## src/jfc_defines.svh

```systemverilog
`ifndef JFC_DEFINES_SVH
`define JFC_DEFINES_SVH

// generic instruction width of the tap core
`define JFC_IR_WIDTH_DEFAULT 1

// command port: instruction width and codes
`define JFC_CMD_IR_WIDTH     3
`define JFC_INSTR_BYPASS     3'h0
`define JFC_INSTR_PUSH       3'h1
`define JFC_INSTR_POP        3'h2
`define JFC_INSTR_FLUSH      3'h3

// data path
`define JFC_DATA_WIDTH       8
`define JFC_FIFO_ADDR_WIDTH  4
`define JFC_BUF_DEPTH        2

// both fifo ports run from the one system clock
`define JFC_CLK_HZ           50000000
`define JFC_WR_CLK_HZ        50000000
`define JFC_RD_CLK_HZ        50000000

`endif

```

## src/jfc_pkg.sv

```systemverilog
package jfc_pkg;

  typedef enum logic [3:0] {
    st_tlr,
    st_rti,
    st_sdrs,
    st_cdr,
    st_sdr,
    st_e1dr,
    st_pdr,
    st_e2dr,
    st_udr,
    st_sirs,
    st_cir,
    st_sir,
    st_e1ir,
    st_pir,
    st_e2ir,
    st_uir
  } jfc_tap_state_t;

endpackage : jfc_pkg

```

## src/jfc_fifo_mem.sv

```systemverilog
`timescale 1ns/1ps
`include "jfc_defines.svh"

// single-clock fifo; write and read side share ref_clk
module jfc_fifo_mem
  import jfc_pkg::*;
#(
  parameter int unsigned DATA_W = `JFC_DATA_WIDTH,
  parameter int unsigned ADDR_W = `JFC_FIFO_ADDR_WIDTH
) (
  input  wire logic              ref_clk,
  input  wire logic              rstn,
  input  wire logic              wr_en,
  input  wire logic [DATA_W-1:0] wr_data,
  input  wire logic              rd_en,
  output logic      [DATA_W-1:0] rd_data,
  output logic                   rd_valid,
  output logic                   empty,
  output logic                   full
);

  typedef struct packed {
    logic [ADDR_W:0]   wp;
    logic [ADDR_W:0]   rp;
    logic [DATA_W-1:0] rdata;
    logic              rvalid;
    logic              empty;
    logic              full;
  } jfc_fifo_st_t;

  jfc_fifo_st_t      st_r;
  jfc_fifo_st_t      st_nxt;
  logic [DATA_W-1:0] mem [0:(1<<ADDR_W)-1];
  logic              do_wr;
  logic              do_rd;

  always_comb begin
    st_nxt        = st_r;
    st_nxt.rvalid = 1'b0;
    do_wr         = wr_en && !st_r.full;
    do_rd         = rd_en && !st_r.empty;
    if (do_wr) begin
      st_nxt.wp = (ADDR_W+1)'(st_r.wp + 1'b1);
    end
    if (do_rd) begin
      st_nxt.rp     = (ADDR_W+1)'(st_r.rp + 1'b1);
      st_nxt.rdata  = mem[st_r.rp[ADDR_W-1:0]];
      st_nxt.rvalid = 1'b1;
    end
    st_nxt.empty = (st_nxt.wp == st_nxt.rp);
    st_nxt.full  = (st_nxt.wp[ADDR_W] != st_nxt.rp[ADDR_W]) &&
                   (st_nxt.wp[ADDR_W-1:0] == st_nxt.rp[ADDR_W-1:0]);
  end

  always_ff @(posedge ref_clk or negedge rstn) begin
    if (!rstn) begin
      st_r       <= '0;
      st_r.empty <= 1'b1;
    end else begin
      st_r <= st_nxt;
    end
  end

  // storage has no reset; only written words are ever read
  always_ff @(posedge ref_clk) begin
    if (do_wr) begin
      mem[st_r.wp[ADDR_W-1:0]] <= wr_data;
    end
  end

  assign rd_data  = st_r.rdata;
  assign rd_valid = st_r.rvalid;
  assign empty    = st_r.empty;
  assign full     = st_r.full;

endmodule : jfc_fifo_mem

```

## src/jfc_tap_core.sv

```systemverilog
`timescale 1ns/1ps
`include "jfc_defines.svh"

// tap controller with user instruction register and state flags
module jfc_tap_core
  import jfc_pkg::*;
#(
  parameter int unsigned instruction_width_param = `JFC_IR_WIDTH_DEFAULT
) (
  input  wire logic                               ref_clk,
  input  wire logic                               rstn,
  input  wire logic                               tck_rise,
  input  wire logic                               tck_fall,
  input  wire logic                               tms_bit,
  input  wire logic                               tdi_bit,
  input  wire logic                               user_tdo,
  input  wire logic [instruction_width_param-1:0] instruction_capture_value,
  output logic      [instruction_width_param-1:0] captured_instruction,
  output logic                                    user_dr_capture_flag,
  output logic                                    user_dr_shift_flag,
  output logic                                    user_dr_exit1_flag,
  output logic                                    user_dr_pause_flag,
  output logic                                    user_dr_exit2_flag,
  output logic                                    user_dr_update_flag,
  output logic                                    user_ir_capture_flag,
  output logic                                    user_ir_update_flag,
  output logic                                    tdo
);

  localparam int unsigned IW = instruction_width_param;

  typedef struct packed {
    jfc_tap_state_t st;
    logic [IW-1:0]  ir_sh;
    logic [IW-1:0]  ir;
    logic           cdr;
    logic           sdr;
    logic           e1dr;
    logic           pdr;
    logic           e2dr;
    logic           udr;
    logic           cir;
    logic           uir;
    logic           tdo;
  } jfc_core_st_t;

  jfc_core_st_t st_r;
  jfc_core_st_t st_nxt;

  function automatic jfc_tap_state_t tap_next(input jfc_tap_state_t s, input logic tms);
    case (s)
      st_tlr:  tap_next = tms ? st_tlr  : st_rti;
      st_rti:  tap_next = tms ? st_sdrs : st_rti;
      st_sdrs: tap_next = tms ? st_sirs : st_cdr;
      st_cdr:  tap_next = tms ? st_e1dr : st_sdr;
      st_sdr:  tap_next = tms ? st_e1dr : st_sdr;
      st_e1dr: tap_next = tms ? st_udr  : st_pdr;
      st_pdr:  tap_next = tms ? st_e2dr : st_pdr;
      st_e2dr: tap_next = tms ? st_udr  : st_sdr;
      st_udr:  tap_next = tms ? st_sdrs : st_rti;
      st_sirs: tap_next = tms ? st_tlr  : st_cir;
      st_cir:  tap_next = tms ? st_e1ir : st_sir;
      st_sir:  tap_next = tms ? st_e1ir : st_sir;
      st_e1ir: tap_next = tms ? st_uir  : st_pir;
      st_pir:  tap_next = tms ? st_e2ir : st_pir;
      st_e2ir: tap_next = tms ? st_uir  : st_sir;
      st_uir:  tap_next = tms ? st_sdrs : st_rti;
      default: tap_next = st_tlr;
    endcase
  endfunction : tap_next

  always_comb begin
    logic [IW:0] sh_tmp;
    sh_tmp = {tdi_bit, st_r.ir_sh};
    st_nxt = st_r;
    if (tck_rise) begin
      case (st_r.st)
        st_cir:  st_nxt.ir_sh = instruction_capture_value;
        st_sir:  st_nxt.ir_sh = sh_tmp[IW:1];
        default: ;                                          // pause holds
      endcase
      st_nxt.st = tap_next(st_r.st, tms_bit);
    end
    if (tck_fall) begin
      if (st_r.st == st_uir) begin
        st_nxt.ir = st_r.ir_sh;
      end
      if (st_r.st == st_sir) begin
        st_nxt.tdo = st_r.ir_sh[0];
      end else if (st_r.st == st_sdr) begin
        st_nxt.tdo = user_tdo;
      end
    end
    if (st_nxt.st == st_tlr) begin
      st_nxt.ir = '0;
    end
    st_nxt.cdr  = (st_nxt.st == st_cdr);
    st_nxt.sdr  = (st_nxt.st == st_sdr);
    st_nxt.e1dr = (st_nxt.st == st_e1dr);
    st_nxt.pdr  = (st_nxt.st == st_pdr);
    st_nxt.e2dr = (st_nxt.st == st_e2dr);
    st_nxt.udr  = (st_nxt.st == st_udr);
    st_nxt.cir  = (st_nxt.st == st_cir);
    st_nxt.uir  = (st_nxt.st == st_uir);
  end

  always_ff @(posedge ref_clk or negedge rstn) begin
    if (!rstn) begin
      st_r    <= '0;
      st_r.st <= st_tlr;
    end else begin
      st_r <= st_nxt;
    end
  end

  assign captured_instruction = st_r.ir;
  assign user_dr_capture_flag = st_r.cdr;
  assign user_dr_shift_flag   = st_r.sdr;
  assign user_dr_exit1_flag   = st_r.e1dr;
  assign user_dr_pause_flag   = st_r.pdr;
  assign user_dr_exit2_flag   = st_r.e2dr;
  assign user_dr_update_flag  = st_r.udr;
  assign user_ir_capture_flag = st_r.cir;
  assign user_ir_update_flag  = st_r.uir;
  assign tdo                  = st_r.tdo;

endmodule : jfc_tap_core

```

## src/jfc_port.sv

```systemverilog
// Contract
// - tms sampled at tck rise steers state
// - test-logic-reset keeps all scan logic inactive
// - run-test/idle holds while tms low
// - select states last one tck, pick branch
// - capture loads shift register from hold
// - shift moves one bit per tck
// - exit1 goes to update or pause
// - pause halts shifting, keeps contents
// - exit2 may advance to update
// - update loads hold on falling tck; the push write instead follows the rise into update-dr
// - instruction out/in buses of parameter width
// - instruction width defaults to one bit
// - separate flags for user dr/ir states
// - three-bit ir: push, pop, flush
// - push writes exactly one fifo value
// - pop reads exactly one fifo value
// - flush reads in burst until empty
// - push chain shifts only push and shift
// - one write pulse after update-dr rises
// - write and read side both 50 MHz
`timescale 1ns/1ps
`include "jfc_defines.svh"

module jfc_port
  import jfc_pkg::*;
#(
  parameter int unsigned DATA_W = `JFC_DATA_WIDTH,
  parameter int unsigned FIFO_AW = `JFC_FIFO_ADDR_WIDTH
) (
  input  wire logic              ref_clk,
  input  wire logic              rstn,
  input  wire logic              tck,
  input  wire logic              tms,
  input  wire logic              tdi,
  output logic                   tdo,
  output logic      [DATA_W-1:0] out_data,
  output logic                   out_valid,
  input  wire logic              out_ready,
  output logic                   fifo_empty,
  output logic                   fifo_full
);

  localparam int unsigned IW = `JFC_CMD_IR_WIDTH;

  typedef struct packed {
    logic [2:0]        s1;
    logic [2:0]        s2;
    logic              tck_d;
    logic [DATA_W-1:0] push_sh;
    logic [DATA_W-1:0] pop_sh;
    logic [DATA_W-1:0] pop_hold;
    logic              byp;
    logic              udr_d;
    logic              uir_d;
    logic              wr_en;
    logic [DATA_W-1:0] wr_data;
    logic              pop_pend;
    logic              rd_fly;
    logic [DATA_W-1:0] b0;
    logic [DATA_W-1:0] b1;
    logic [1:0]        cnt;
    logic              ovalid;
  } jfc_port_st_t;

  jfc_port_st_t      st_r;
  jfc_port_st_t      st_nxt;

  logic              tck_rise;
  logic              tck_fall;
  logic              tms_bit;
  logic              tdi_bit;
  logic              user_tdo;
  logic [IW-1:0]     instr;
  logic              cdr_flag;
  logic              sdr_flag;
  logic              udr_flag;
  logic              uir_flag;
  logic              is_push;
  logic              is_pop;
  logic              is_flush;
  logic              rd_en;
  logic [DATA_W-1:0] f_rdata;
  logic              f_rvalid;
  logic              f_empty;
  logic              f_full;
  logic              can_rd;
  logic              buf_pop;

  // pins are sampled twice; edges come from the second stage only
  assign tck_rise = st_r.s2[2] & ~st_r.tck_d;
  assign tck_fall = ~st_r.s2[2] & st_r.tck_d;
  assign tms_bit  = st_r.s2[1];
  assign tdi_bit  = st_r.s2[0];

  assign is_push  = (instr == `JFC_INSTR_PUSH);
  assign is_pop   = (instr == `JFC_INSTR_POP);
  assign is_flush = (instr == `JFC_INSTR_FLUSH);

  // chain feeding the core's scan output
  always_comb begin
    if (is_push) begin
      user_tdo = st_r.push_sh[0];
    end else if (is_pop) begin
      user_tdo = st_r.pop_sh[0];
    end else begin
      user_tdo = st_r.byp;
    end
  end

  jfc_tap_core #(
    .instruction_width_param (IW)
  ) u_core (
    .ref_clk                   (ref_clk),
    .rstn                      (rstn),
    .tck_rise                  (tck_rise),
    .tck_fall                  (tck_fall),
    .tms_bit                   (tms_bit),
    .tdi_bit                   (tdi_bit),
    .user_tdo                  (user_tdo),
    .instruction_capture_value (instr),
    .captured_instruction      (instr),
    .user_dr_capture_flag      (cdr_flag),
    .user_dr_shift_flag        (sdr_flag),
    .user_dr_exit1_flag        (),
    .user_dr_pause_flag        (),
    .user_dr_exit2_flag        (),
    .user_dr_update_flag       (udr_flag),
    .user_ir_capture_flag      (),
    .user_ir_update_flag       (uir_flag),
    .tdo                       (tdo)
  );

  jfc_fifo_mem #(
    .DATA_W (DATA_W),
    .ADDR_W (FIFO_AW)
  ) u_fifo (
    // both fifo ports run on this block's clock; no crossing inside the fifo
    .ref_clk  (ref_clk),
    .rstn     (rstn),
    .wr_en    (st_r.wr_en),
    .wr_data  (st_r.wr_data),
    .rd_en    (rd_en),
    .rd_data  (f_rdata),
    .rd_valid (f_rvalid),
    .empty    (f_empty),
    .full     (f_full)
  );

  // one read in flight at a time, and only while the buffer has a free slot
  assign can_rd  = !st_r.rd_fly && (st_r.cnt < 2'(`JFC_BUF_DEPTH));
  assign rd_en   = can_rd && !f_empty && (st_r.pop_pend || is_flush);
  assign buf_pop = st_r.ovalid && out_ready;

  always_comb begin
    st_nxt       = st_r;
    st_nxt.s1    = {tck, tms, tdi};
    st_nxt.s2    = st_r.s1;
    st_nxt.tck_d = st_r.s2[2];

    // user data chains act on the sampled rising tck edge
    if (tck_rise) begin
      if (cdr_flag) begin
        st_nxt.pop_sh = st_r.pop_hold;
        st_nxt.byp    = 1'b0;
      end
      if (sdr_flag) begin
        if (is_push) begin
          st_nxt.push_sh = {tdi_bit, st_r.push_sh[DATA_W-1:1]};
        end
        if (is_pop) begin
          st_nxt.pop_sh = {tdi_bit, st_r.pop_sh[DATA_W-1:1]};
        end
        st_nxt.byp = tdi_bit;
      end
    end

    // single write strobe on the rising update-dr flag
    st_nxt.udr_d = udr_flag;
    st_nxt.wr_en = 1'b0;
    if (udr_flag && !st_r.udr_d && is_push) begin
      st_nxt.wr_en   = 1'b1;
      st_nxt.wr_data = st_r.push_sh;
    end

    // a pop is armed once the new instruction is latched, i.e. leaving update-ir
    st_nxt.uir_d = uir_flag;
    if (st_r.pop_pend && (rd_en || f_empty)) begin
      st_nxt.pop_pend = 1'b0;
    end
    if (st_r.uir_d && !uir_flag && is_pop) begin
      st_nxt.pop_pend = 1'b1;
    end
    st_nxt.rd_fly = rd_en;

    if (f_rvalid) begin
      st_nxt.pop_hold = f_rdata;
    end

    // two-entry output buffer; receiver stalls never drop a word
    if (buf_pop) begin
      st_nxt.b0  = st_r.b1;
      st_nxt.cnt = 2'(st_r.cnt - 2'd1);
    end
    if (f_rvalid) begin
      if (st_nxt.cnt == 2'd0) begin
        st_nxt.b0 = f_rdata;
      end else begin
        st_nxt.b1 = f_rdata;
      end
      st_nxt.cnt = 2'(st_nxt.cnt + 2'd1);
    end
    st_nxt.ovalid = (st_nxt.cnt != 2'd0);
  end

  always_ff @(posedge ref_clk or negedge rstn) begin
    if (!rstn) begin
      st_r <= '0;
    end else begin
      st_r <= st_nxt;
    end
  end

  assign out_data   = st_r.b0;
  assign out_valid  = st_r.ovalid;
  assign fifo_empty = f_empty;
  assign fifo_full  = f_full;

endmodule : jfc_port

```

## config.mk

```make
export PLATFORM = sky130hd
export DESIGN_NAME = jfc_port
export DESIGN_NICKNAME = d
export VERILOG_FILES = /design/src/jfc_pkg.sv /design/src/jfc_fifo_mem.sv /design/src/jfc_tap_core.sv /design/src/jfc_port.sv
export VERILOG_INCLUDE_DIRS = /design/src
export SDC_FILE = /design/constraint.sdc
export NUM_CORES = 1
export LEC_CHECK = 0
export ABC_CLOCK_PERIOD_IN_PS = 3550
export BUFFER_PORTS_ARGS = -buffer_cell sky130_fd_sc_hd__buf_4
export CORE_MARGIN = 4
export CORE_UTILIZATION = 23
export DETAILED_ROUTE_END_ITERATION = 8
export PLACE_DENSITY_LB_ADDON = 0.25
export SYNTH_ARGS = -nofsm -noshare
export SYNTH_HDL_FRONTEND = slang
export SYNTH_SLANG_ARGS = --single-unit
```

## constraint.sdc

```tcl
create_clock -name ref_clk -period 3.55 [get_ports ref_clk]
set_input_delay 0.355 -clock ref_clk [delete_from_list [all_inputs] [get_ports ref_clk]]
set_output_delay 0.355 -clock ref_clk [all_outputs]
set_load 0.01 [all_outputs]
```

==> results of run 1 <==
==> cell usage after synthesis (5+ instances only) <==
master and instances:
xnor2_1 7, edfxtp_1 128, xor2_1 8, o211ai_1 6, ha_1 6, and2_1 11
a21oi_1 31, nor3_1 5, nor2b_1 9, o21ai_0 21, a221oi_1 8, and3_1 6
nor2_1 40, dfrtp_1 99, mux2_2 24, buf_2 8, inv_1 10, mux4_2 32
nand2_1 53, mux2i_1 18, o22ai_1 9, buf_4 8, clkbuf_1 16
==> critical path, delay by kind of cell (launching register included) <==
family	cells	cell delay, ns
XOR/XNOR	1	0.25
adder cells (fa/ha/maj)	1	0.27
flip-flops	1	0.37
multiplexers	1	0.40
AND/OR/NAND/NOR	2	0.92
==> final timing paths <==
kind	endpoint	slack [ns]
max	st_r[10]$_DFFE_PN0P_	1.21
min	st_r[58]$_DFF_PN0_	0.35
max reg2reg	st_r[10]$_DFFE_PN0P_	1.21
min reg2reg	st_r[58]$_DFF_PN0_	0.35
max in group asynchronous	u_fifo.empty$_DFF_PN1_	2.21
min in group asynchronous	st_r[4]$_DFFE_PN0P_	0.44
==> metal layers <==
layer / vias to the layer above / wire [µm] / part of all wire [%]
met4: 0 / 369 / 1.9
met1: 2571 / 9530 / 48
met3: 21 / 708 / 3.6
met2: 80 / 9250 / 47
met5: - / 0 / 0
li1: 2345 / - / -
==> stage by stage <==
step | std cells | total power [mW] | cell area, µm²
floorplan | 614 | 3.40 | 9320
finish | 1183 | 6.33 | 11000
CTS | 1183 | 6.43 | 11000
detailed placement | 1131 | 3.54 | 10000
global route | 1183 | 6.62 | 11000
global placement | 1131 | 3.54 | 10000
==> cell type report <==
type	instances	area, µm²
clock buffer	34	722
clock inverter	14	200
fill	3983	28900
inverter	12	45.0
multi-input combinational	338	2750
sequential	228	6350
tap	525	657
timing repair buffer	32	263
==> kinds of logic (layout without fill, tap and decap cells) <==
| group | count (synthesis) | after routing | share of synthesized area [%] |
|---|---|---|---|
| adder cells (fa/ha/maj) | 6 | 6 | 0.805 |
| XOR/XNOR | 18 | 18 | 2.08 |
| flip-flops | 228 | 228 | 68.1 |
| multiplexers | 76 | 76 | 12.8 |
| buffers and inverters | 48 | 92 | 2.46 |
| AND/OR/NAND/NOR | 150 | 150 | 7.97 |
| AO/OA/AOI/OAI | 88 | 88 | 5.77 |
==> where the power goes <==
part	total [mW]	switching, mW	internal, mW
Clock	2.84	1.05	1.79
Sequential	3.04	0.147	2.90
Combinational	0.448	0.246	0.202
Total	6.33	1.44	4.89
==> what timing repair did <==
action                     CTS  global route
setup endpoints to repair    0             0
resized for setup            0             0
hold buffers                 4             0
hold endpoints to repair    55             0
==> layout by cell type, fill, tap and decap left out, drive strengths merged, types with 5 or more instances in the layout <==
master / instances
o21ai: 21
bufinv: 5
ha: 6
a221oi: 8
mux2i: 18
and2: 11
and3: 6
o22ai: 9
edfxtp: 128
a21oi: 31
clkinv: 8
clkbuf: 34
nor2b: 9
dfrtp: 99
nor3: 5
nand2: 53
mux2: 26
o211ai: 6
buf: 28
inv: 11
nor2: 40
xnor2: 7
mux4: 32
xor2: 9
==> registers in the layout, indices dropped and copies added (netlist names) <==
register and flops:
u_fifo.mem 128, st_r 51, u_fifo.st_r 10, out_data 8
u_fifo.rd_data 8, u_core.st_r 7, st_nxt 4, u_core.captured_instruction 3
out_valid 1, u_core.tdo 1, u_core.user_dr_capture_flag 1, u_core.user_dr_shift_flag 1
u_core.user_dr_update_flag 1, u_core.user_ir_update_flag 1, u_fifo.empty 1, u_fifo.full 1
u_fifo.rd_valid 1
==> out/qor.yml, run 1 <==
p_leak_nw: 3.91
initial_core_util_pct: 23.4
synthesis.yosys.warnings: 0
reg2regPathDepth: 5
fmax_mhz: 428
grt_setup_unrepaired: "no"
synth_ff_type: "edfxtp_1"
path_max_fanout: 10
worstPathRequired_ns: 3.95
netlist_instances: 614
syn_to_final_growth_pct: 17.8
grt_overflow: 0
synth_top_area_share_pct: 41.2
clock-root-buffer: "clkbuf_16"
globalplace.congestion: 0.719
antenna_found_initial: 0
wire_per_inst_um: 16.8
drc: 0
setup_viol: 0
ir_drop_v: 0.000321
fin_crit_sh_pct: 65.8
ys_seq_area_share_pct: 68.1
grt_pass1_wl_um: 31400
cts_tree: "built"
pre_cts_slack_ns: 1.09
utilization_pct: 27.5
ant_nets: 0
dieWidth_um: 209
layout_setup_ws_ns: 1.21
synth.avg_cell_area_um2: 15.2
async_reset_ff_share_pct: 43.9
fin_nets: 650
crit_chain: "nand2_1 > xor2_1 > ha_1 > nor2_1 > mux2_2"
numClockSinks: 228
syn-cell-area_um2: 9320
start_kind: "register"
outcome: "completed"
fin_hold_ws_ns: 0.346
fin_skew_ns: 0.0128
numCtsBuffers: 26
critPathSlowestCell: "nor2_1"
clk_path_buf_depth: 3
track_usage_pct: 9.01
critPathMaxStageDelay_ns: 0.50
max-cap-violations: 0
dp_hpwl_um: 12900
drt_iter0_drc: 326
clkLatencyLatePin_ns: 0.52
num_rows: 73
ys_types: 57
grt_use_met3_pct: 1.48
crit_type: "register to register"
chipHeight_um: 209
cp-startpoint: "out_valid$_DFF_PN0_"
timing.rr.start: "out_valid$_DFF_PN0_"
htreeDepth: 1
io_pins: 18
drive_above_1_share_pct: 20.4
post_cts.repair.setup_buffers: 0
diodes: 0
use_met2_pct: 14.1
tightestPinTransition_ns: 0.751
grt_max_degree: 55
port_buffers: 17
dr.pass1.iters: 5
syn_nets: 626
relSlewSlack_pct: 49.9
fin_setup_tns_ns: 0
busiest_layer: "met2"
synth_top_cell_by_area: "edfxtp_1"
grt_pass1_vias: 5134
hp-class: "register to register"
viasPerCell: 4.24
power_density_nw_per_um2: 576
vias: 5017
worst_setup_path_end_kind: "register"
synth_seq_cells: 228
period_minus_slack_ns: 2.34
synth-edff-count: 128
finalHoldViolations: 0
die_area_um2: 43800
finalWirelength_um: 19900
floorplan.core_area_um2: 39900
hp-start: "st_nxt[58]$_DFF_PN0_"
finalMaxSlewViolations: 0
synth_top_cells_by_area: "edfxtp_1 41%, dfrtp_1 27%, mux4_2 7.7%, mux2_2 2.9%, nand2_1 2.1%"
hold_depth: 0
worstPathArrival_ns: 2.74
global_route.usage.met1_pct: 13.0
clk_pin_slew_worst_paths_ns: 0.06
No activity file was read; power rests on OpenSTA's default activity.
==> run 2: changes to the inputs <==
--- a/config.mk
+++ b/config.mk
@@ -6,7 +6,7 @@
 export SDC_FILE = /design/constraint.sdc
 export NUM_CORES = 1
 export LEC_CHECK = 0
-export ABC_CLOCK_PERIOD_IN_PS = 3550
+export ABC_CLOCK_PERIOD_IN_PS = 2170
 export BUFFER_PORTS_ARGS = -buffer_cell sky130_fd_sc_hd__buf_4
 export CORE_MARGIN = 4
 export CORE_UTILIZATION = 23
==> constraint.sdc (replaced) <==
create_clock -name ref_clk -period 2.17 [get_ports ref_clk]
set_input_delay 0.217 -clock ref_clk [delete_from_list [all_inputs] [get_ports ref_clk]]
set_output_delay 0.217 -clock ref_clk [all_outputs]
set_load 0.01 [all_outputs]
==> out/qor.yml, run 2 (synthesis results as in run 1) <==
power_switching_mw: 2.29
initial_core_util_pct: 23.4
power_density_nw_per_um2: 889
diodes: 0
wire_per_inst_um: 17.0
timing.rr.start: "u_fifo.st_r[11]$_DFF_PN0_"
drt_iter0_drc: 272
endpoint: "u_fifo.rd_data[1]$_DFFE_PN0P_"
ir_drop_v: 0.000463
drc: 0
design_area_um2: 11000
fmax_mhz: 517
crit_type: "register to register"
antenna_found_initial: 0
crit_chain: "buf_12 > mux4_2 > mux2i_1 > nor2_1 > a221oi_1 > a21oi_1"
num_rows: 73
pre_cts_slack_ns: 0.260
reg2regPathDepth: 6
ant_nets: 0
largest_reg_flops: 128
track_usage_pct: 9.28
fin_setup_tns_ns: 0
max-cap-violations: 0
grt_pass1_vias: 5188
finalMaxSlewViolations: 0
dieWidth_um: 209
cts_tree: "built"
hp-class: "primary input to async pin"
clk_path_buf_depth: 3
most-common-layout-cells: "128 x edfxtp_1, 98 x dfrtp_1, 53 x nand2_1, 48 x buf_4, 40 x nor2_1"
setup_viol: 0
grt_setup_unrepaired: "no"
layout_setup_ws_ns: 0.235
p_sw_share_pct: 23.4
top_layer: "met4"
p_leak_nw: 4.05
worstPathArrival_ns: 2.31
finalHoldViolations: 0
fin_nets: 672
start_kind: "register"
clk_pin_slew_worst_paths_ns: 0.06
htreeDepth: 1
cp-startpoint: "u_fifo.st_r[11]$_DFF_PN0_"
p_comb_share_pct: 8.3
critPathTopFamily: "multiplexers"
wl_met2_um: 9670
tightestPinTransition_ns: 0.691
regToRegSetupSlack_ns: 0.23
vias: 5092
post_cts.repair.setup_buffers: 0
critPathSlowestCell: "mux4_2"
final_common_cell: "edfxtp_1"
pwr-share-clk_pct: 41.2
worstPathRequired_ns: 2.55
wl_met3_um: 560
seq_power_share_pct: 50.4
die_area_um2: 43800
period_minus_slack_ns: 1.94
grt_pass1_wl_um: 32200
clkLatencyLatePin_ns: 0.51
outcome: "completed"
fin_crit_sh_pct: 89.2
globalplace.congestion: 0.720
io_pins: 18
clock-root-buffer: "clkbuf_16"
syn_to_final_growth_pct: 18.4
floorplan.core_area_um2: 39900
r2r-end: "u_fifo.rd_data[1]$_DFFE_PN0P_"
finalWirelength_um: 20500
worst-path-stages: 6
chipHeight_um: 209
crit_buf_inv: 1
power_mw: 9.81
relSlewSlack_pct: 53.9
dp_hpwl_um: 13400
drive_above_1_share_pct: 22.3
grt_max_degree: 57
numCtsBuffers: 25
fin_skew_ns: 0.0123
grt_overflow: 0
critPathMaxStageDelay_ns: 0.51
drt-met1-wl_um: 9840
dpl_cell_area_um2: 10200
port_buffers: 17
p_int_mw: 7.52
viasPerCell: 4.23
path_max_fanout: 19
worst_setup_path_end_kind: "register"
dr.pass1.iters: 4
numClockSinks: 228
==> run 2: changes by cell type in the layout (fill, tap and decap cells not counted), sizes merged <==
cell	delta
clkinvlp	-2
buf	+23
clkinv	+5
clkbuf	-3
bufinv	-3
==> run 2: power groups by stage <==
stage / Sequential [mW] / Combinational [mW] / Clock [mW]
final: 4.95 / 0.819 / 4.05
after global routing: 4.97 / 0.932 / 4.36
after CTS: 4.95 / 0.834 / 4.17
after detailed placement: 5.03 / 0.828 / 0
after global placement: 5.03 / 0.816 / 0
after floorplan: 4.94 / 0.628 / 0
==> run 2: layout make-up <==
class,instances,area [µm²]
timing repair buffer,55,460
multi-input combinational,338,2750
fill,4021,28900
sequential,228,6350
clock buffer,31,668
inverter,12,45.0
clock inverter,14,115
tap,525,657
==> run 2: how the worst min path moves through the flow <==
stage	startpoint	to	slack, ns	cells after the start
2_1_floorplan	rstn	out_data[0]$_DFF_PN0_	-0.08	0
3_3_place_gp	rstn	out_data[1]$_DFF_PN0_	0.12	1
3_5_place_dp	rstn	out_data[0]$_DFF_PN0_	0.12	1
4_1_cts	rstn	out_valid$_DFF_PN0_	0.12	2
5_1_grt	rstn	out_valid$_DFF_PN0_	0.15	2
6_report	rstn	out_valid$_DFF_PN0_	0.13	2
==> run 2: metrics by stage <==
stage / hold WS [ns] / instances / utilization [%]
floorplan: -0.0786 / 614 / -
global placement: 0.122 / 1154 / 25.6
detailed placement: 0.122 / 1154 / 25.6
CTS: 0.122 / 1203 / 27.7
global route: 0.151 / 1203 / 27.7
finish: 0.134 / 1203 / 27.7
==> run 2: per-layer routing <==
metal  vias up  track usage (%)
met2        73             14.9
met3        33             1.36
met5         -                0
met1      2605             13.2
li1       2381                -
met4         0             2.50
==> run 2: worst reg2reg max path: stages (launching register included) <==
cell and delay (ns):
dfrtp_2 0.38, buf_12 0.20, mux4_2 0.53, mux2i_1 0.28, nor2_1 0.08, a221oi_1 0.24, a21oi_1 0.11
==> run 2: what timing repair did <==
action                                 4_1_cts  5_1_grt
endpoints found under the hold margin       92        0
hold buffers                                 4        0
resized for setup                            0        0
==> run 3: changes to the inputs <==
--- a/config.mk
+++ b/config.mk
@@ -10,6 +10,7 @@
 export BUFFER_PORTS_ARGS = -buffer_cell sky130_fd_sc_hd__buf_4
 export CORE_MARGIN = 4
 export CORE_UTILIZATION = 23
+export CTS_BUF_LIST = sky130_fd_sc_hd__clkbuf_2
 export DETAILED_ROUTE_END_ITERATION = 8
 export PLACE_DENSITY_LB_ADDON = 0.25
 export SYNTH_ARGS = -nofsm -noshare
==> out/qor.yml, run 3 (synthesis results as in run 1) <==
utilization_pct: 27.2
critPathSlowestCell: "mux4_2"
fin_hold_ws_ns: 0.356
drc: 0
num_rows: 73
viasPerCell: 4.16
wire_per_inst_um: 16.4
holdPathEnd: "st_r[58]$_DFF_PN0_"
fin_skew_ns: 0.0618
fin_crit_sh_pct: 89.7
port_buffers: 17
syn_to_final_growth_pct: 16.6
grt_pass1_vias: 5514
grt_overflow: 0
relSlewSlack_pct: 45.4
grt_setup_unrepaired: "no"
clock-root-buffer: "clkbuf_2"
hold_depth: 0
drive_above_1_share_pct: 28.4
power_density_nw_per_um2: 802
layout.cells.non_filler: 1273
fin_nets: 712
post_cts.repair.setup_buffers: 0
worstPathArrival_ns: 2.62
numCtsBuffers: 59
clk_pin_slew_worst_paths_ns: 0.10
ir_drop_v: 0.000267
worst_setup_path_end_kind: "register"
dp_hpwl_um: 13400
vias: 5296
fmax_mhz: 514
worstPathRequired_ns: 2.85
crit_chain: "buf_12 > mux4_2 > mux2i_1 > nor2_1 > a221oi_1 > a21oi_1"
drt_iter0_drc: 325
tightestPinTransition_ns: 0.816
crit_buf_inv: 1
critPathMaxStageDelay_ns: 0.51
dieWidth_um: 209
cts_hold_buf: 10
most-common-layout-cells: "128 x edfxtp_1, 98 x dfrtp_1, 92 x clkbuf_2, 53 x nand2_1, 48 x buf_4"
ant_nets: 0
setup_viol: 0
max-cap-violations: 0
critPathTopFamily: "multiplexers"
r2r-end: "u_fifo.rd_data[1]$_DFFE_PN0P_"
dr.pass1.iters: 4
chipHeight_um: 209
finalWirelength_um: 20900
final_common_cell: "edfxtp_1"
antenna_found_initial: 1
start_kind: "register"
cts_tree: "built"
reg2regPathDepth: 6
regToRegSetupSlack_ns: 0.22
finalHoldViolations: 0
finalMaxSlewViolations: 0
grt_max_degree: 57
cts_resized: 0
outcome: "completed"
path_max_fanout: 19
floorplan.core_area_um2: 39900
clkLatencyLatePin_ns: 0.80
pre_cts_slack_ns: 0.260
fin_setup_tns_ns: 0
numClockSinks: 228
die_area_um2: 43800
layout_setup_ws_ns: 0.223
io_pins: 18
clk_path_buf_depth: 3
hp-start: "st_nxt[58]$_DFF_PN0_"
hp-class: "register to register"
period_minus_slack_ns: 1.95
grt_pass1_wl_um: 32900
largest_reg_flops: 128
track_usage_pct: 9.53
crit_type: "register to register"
p_leak_nw: 4.11
timing.rr.start: "u_fifo.st_r[11]$_DFF_PN0_"
globalplace.congestion: 0.720
initial_core_util_pct: 23.4
htreeDepth: 2
dp.cells: 1154
-- run 3: changes by cell type in the layout (fill, tap and decap cells not counted), sizes merged --
cell,before,now
dlygate4sd3,4,10
bufinv,2,1
inv,11,12
clkbuf,31,92
diode,0,1
clkinv,13,15
-- run 3: stage by stage --
step | power (mW) | area (µm²)
6_report | 8.72 | 10900
5_1_grt | 9.26 | 10900
4_1_cts | 8.90 | 10900
3_5_place_dp | 5.85 | 10200
3_3_place_gp | 5.84 | 10200
2_1_floorplan | 5.56 | 9320
-- run 3: power breakdown --
| group | leakage, nW | switching, mW | total, mW | internal, mW |
|---|---|---|---|---|
| Combinational | 1.30 | 0.446 | 0.829 | 0.382 |
| Clock | 0.425 | 1.72 | 2.95 | 1.24 |
| Sequential | 2.39 | 0.208 | 4.94 | 4.73 |
| Total | 4.11 | 2.37 | 8.72 | 6.35 |
-- run 3: area by class of cell --
| cell class | instances | area [µm²] |
|---|---|---|
| multi-input combinational | 338 | 2750 |
| inverter | 12 | 45.0 |
| tap | 525 | 657 |
| timing repair buffer | 61 | 520 |
| fill | 4088 | 29000 |
| sequential | 228 | 6350 |
| antenna | 1 | 2.50 |
| clock buffer | 92 | 460 |
| clock inverter | 16 | 87.6 |
-- run 3: per-layer routing --
metal  vias up  track usage [%]  wire (µm)
li1       2503                -          -
met1      2656             13.1       9680
met2        96             14.8       9860
met3        41             2.12        864
met4         0             3.40        447
met5         -                0          0
-- run 3: how the worst max path moves through the flow --
stage / start / endpoint / slack [ns] / cells past startpoint
after floorplan: out_valid$_DFF_PN0_ / st_r[10]$_DFFE_PN0P_ / 0.11 / 6
after global placement: u_fifo.st_r[11]$_DFF_PN0_ / u_fifo.rd_data[6]$_DFFE_PN0P_ / 0.27 / 6
after detailed placement: u_fifo.st_r[11]$_DFF_PN0_ / u_fifo.rd_data[1]$_DFFE_PN0P_ / 0.26 / 6
after CTS: u_fifo.st_r[11]$_DFF_PN0_ / u_fifo.rd_data[1]$_DFFE_PN0P_ / 0.24 / 6
after global routing: u_fifo.st_r[11]$_DFF_PN0_ / u_fifo.rd_data[1]$_DFFE_PN0P_ / 0.07 / 6
final: u_fifo.st_r[11]$_DFF_PN0_ / u_fifo.rd_data[1]$_DFFE_PN0P_ / 0.22 / 6
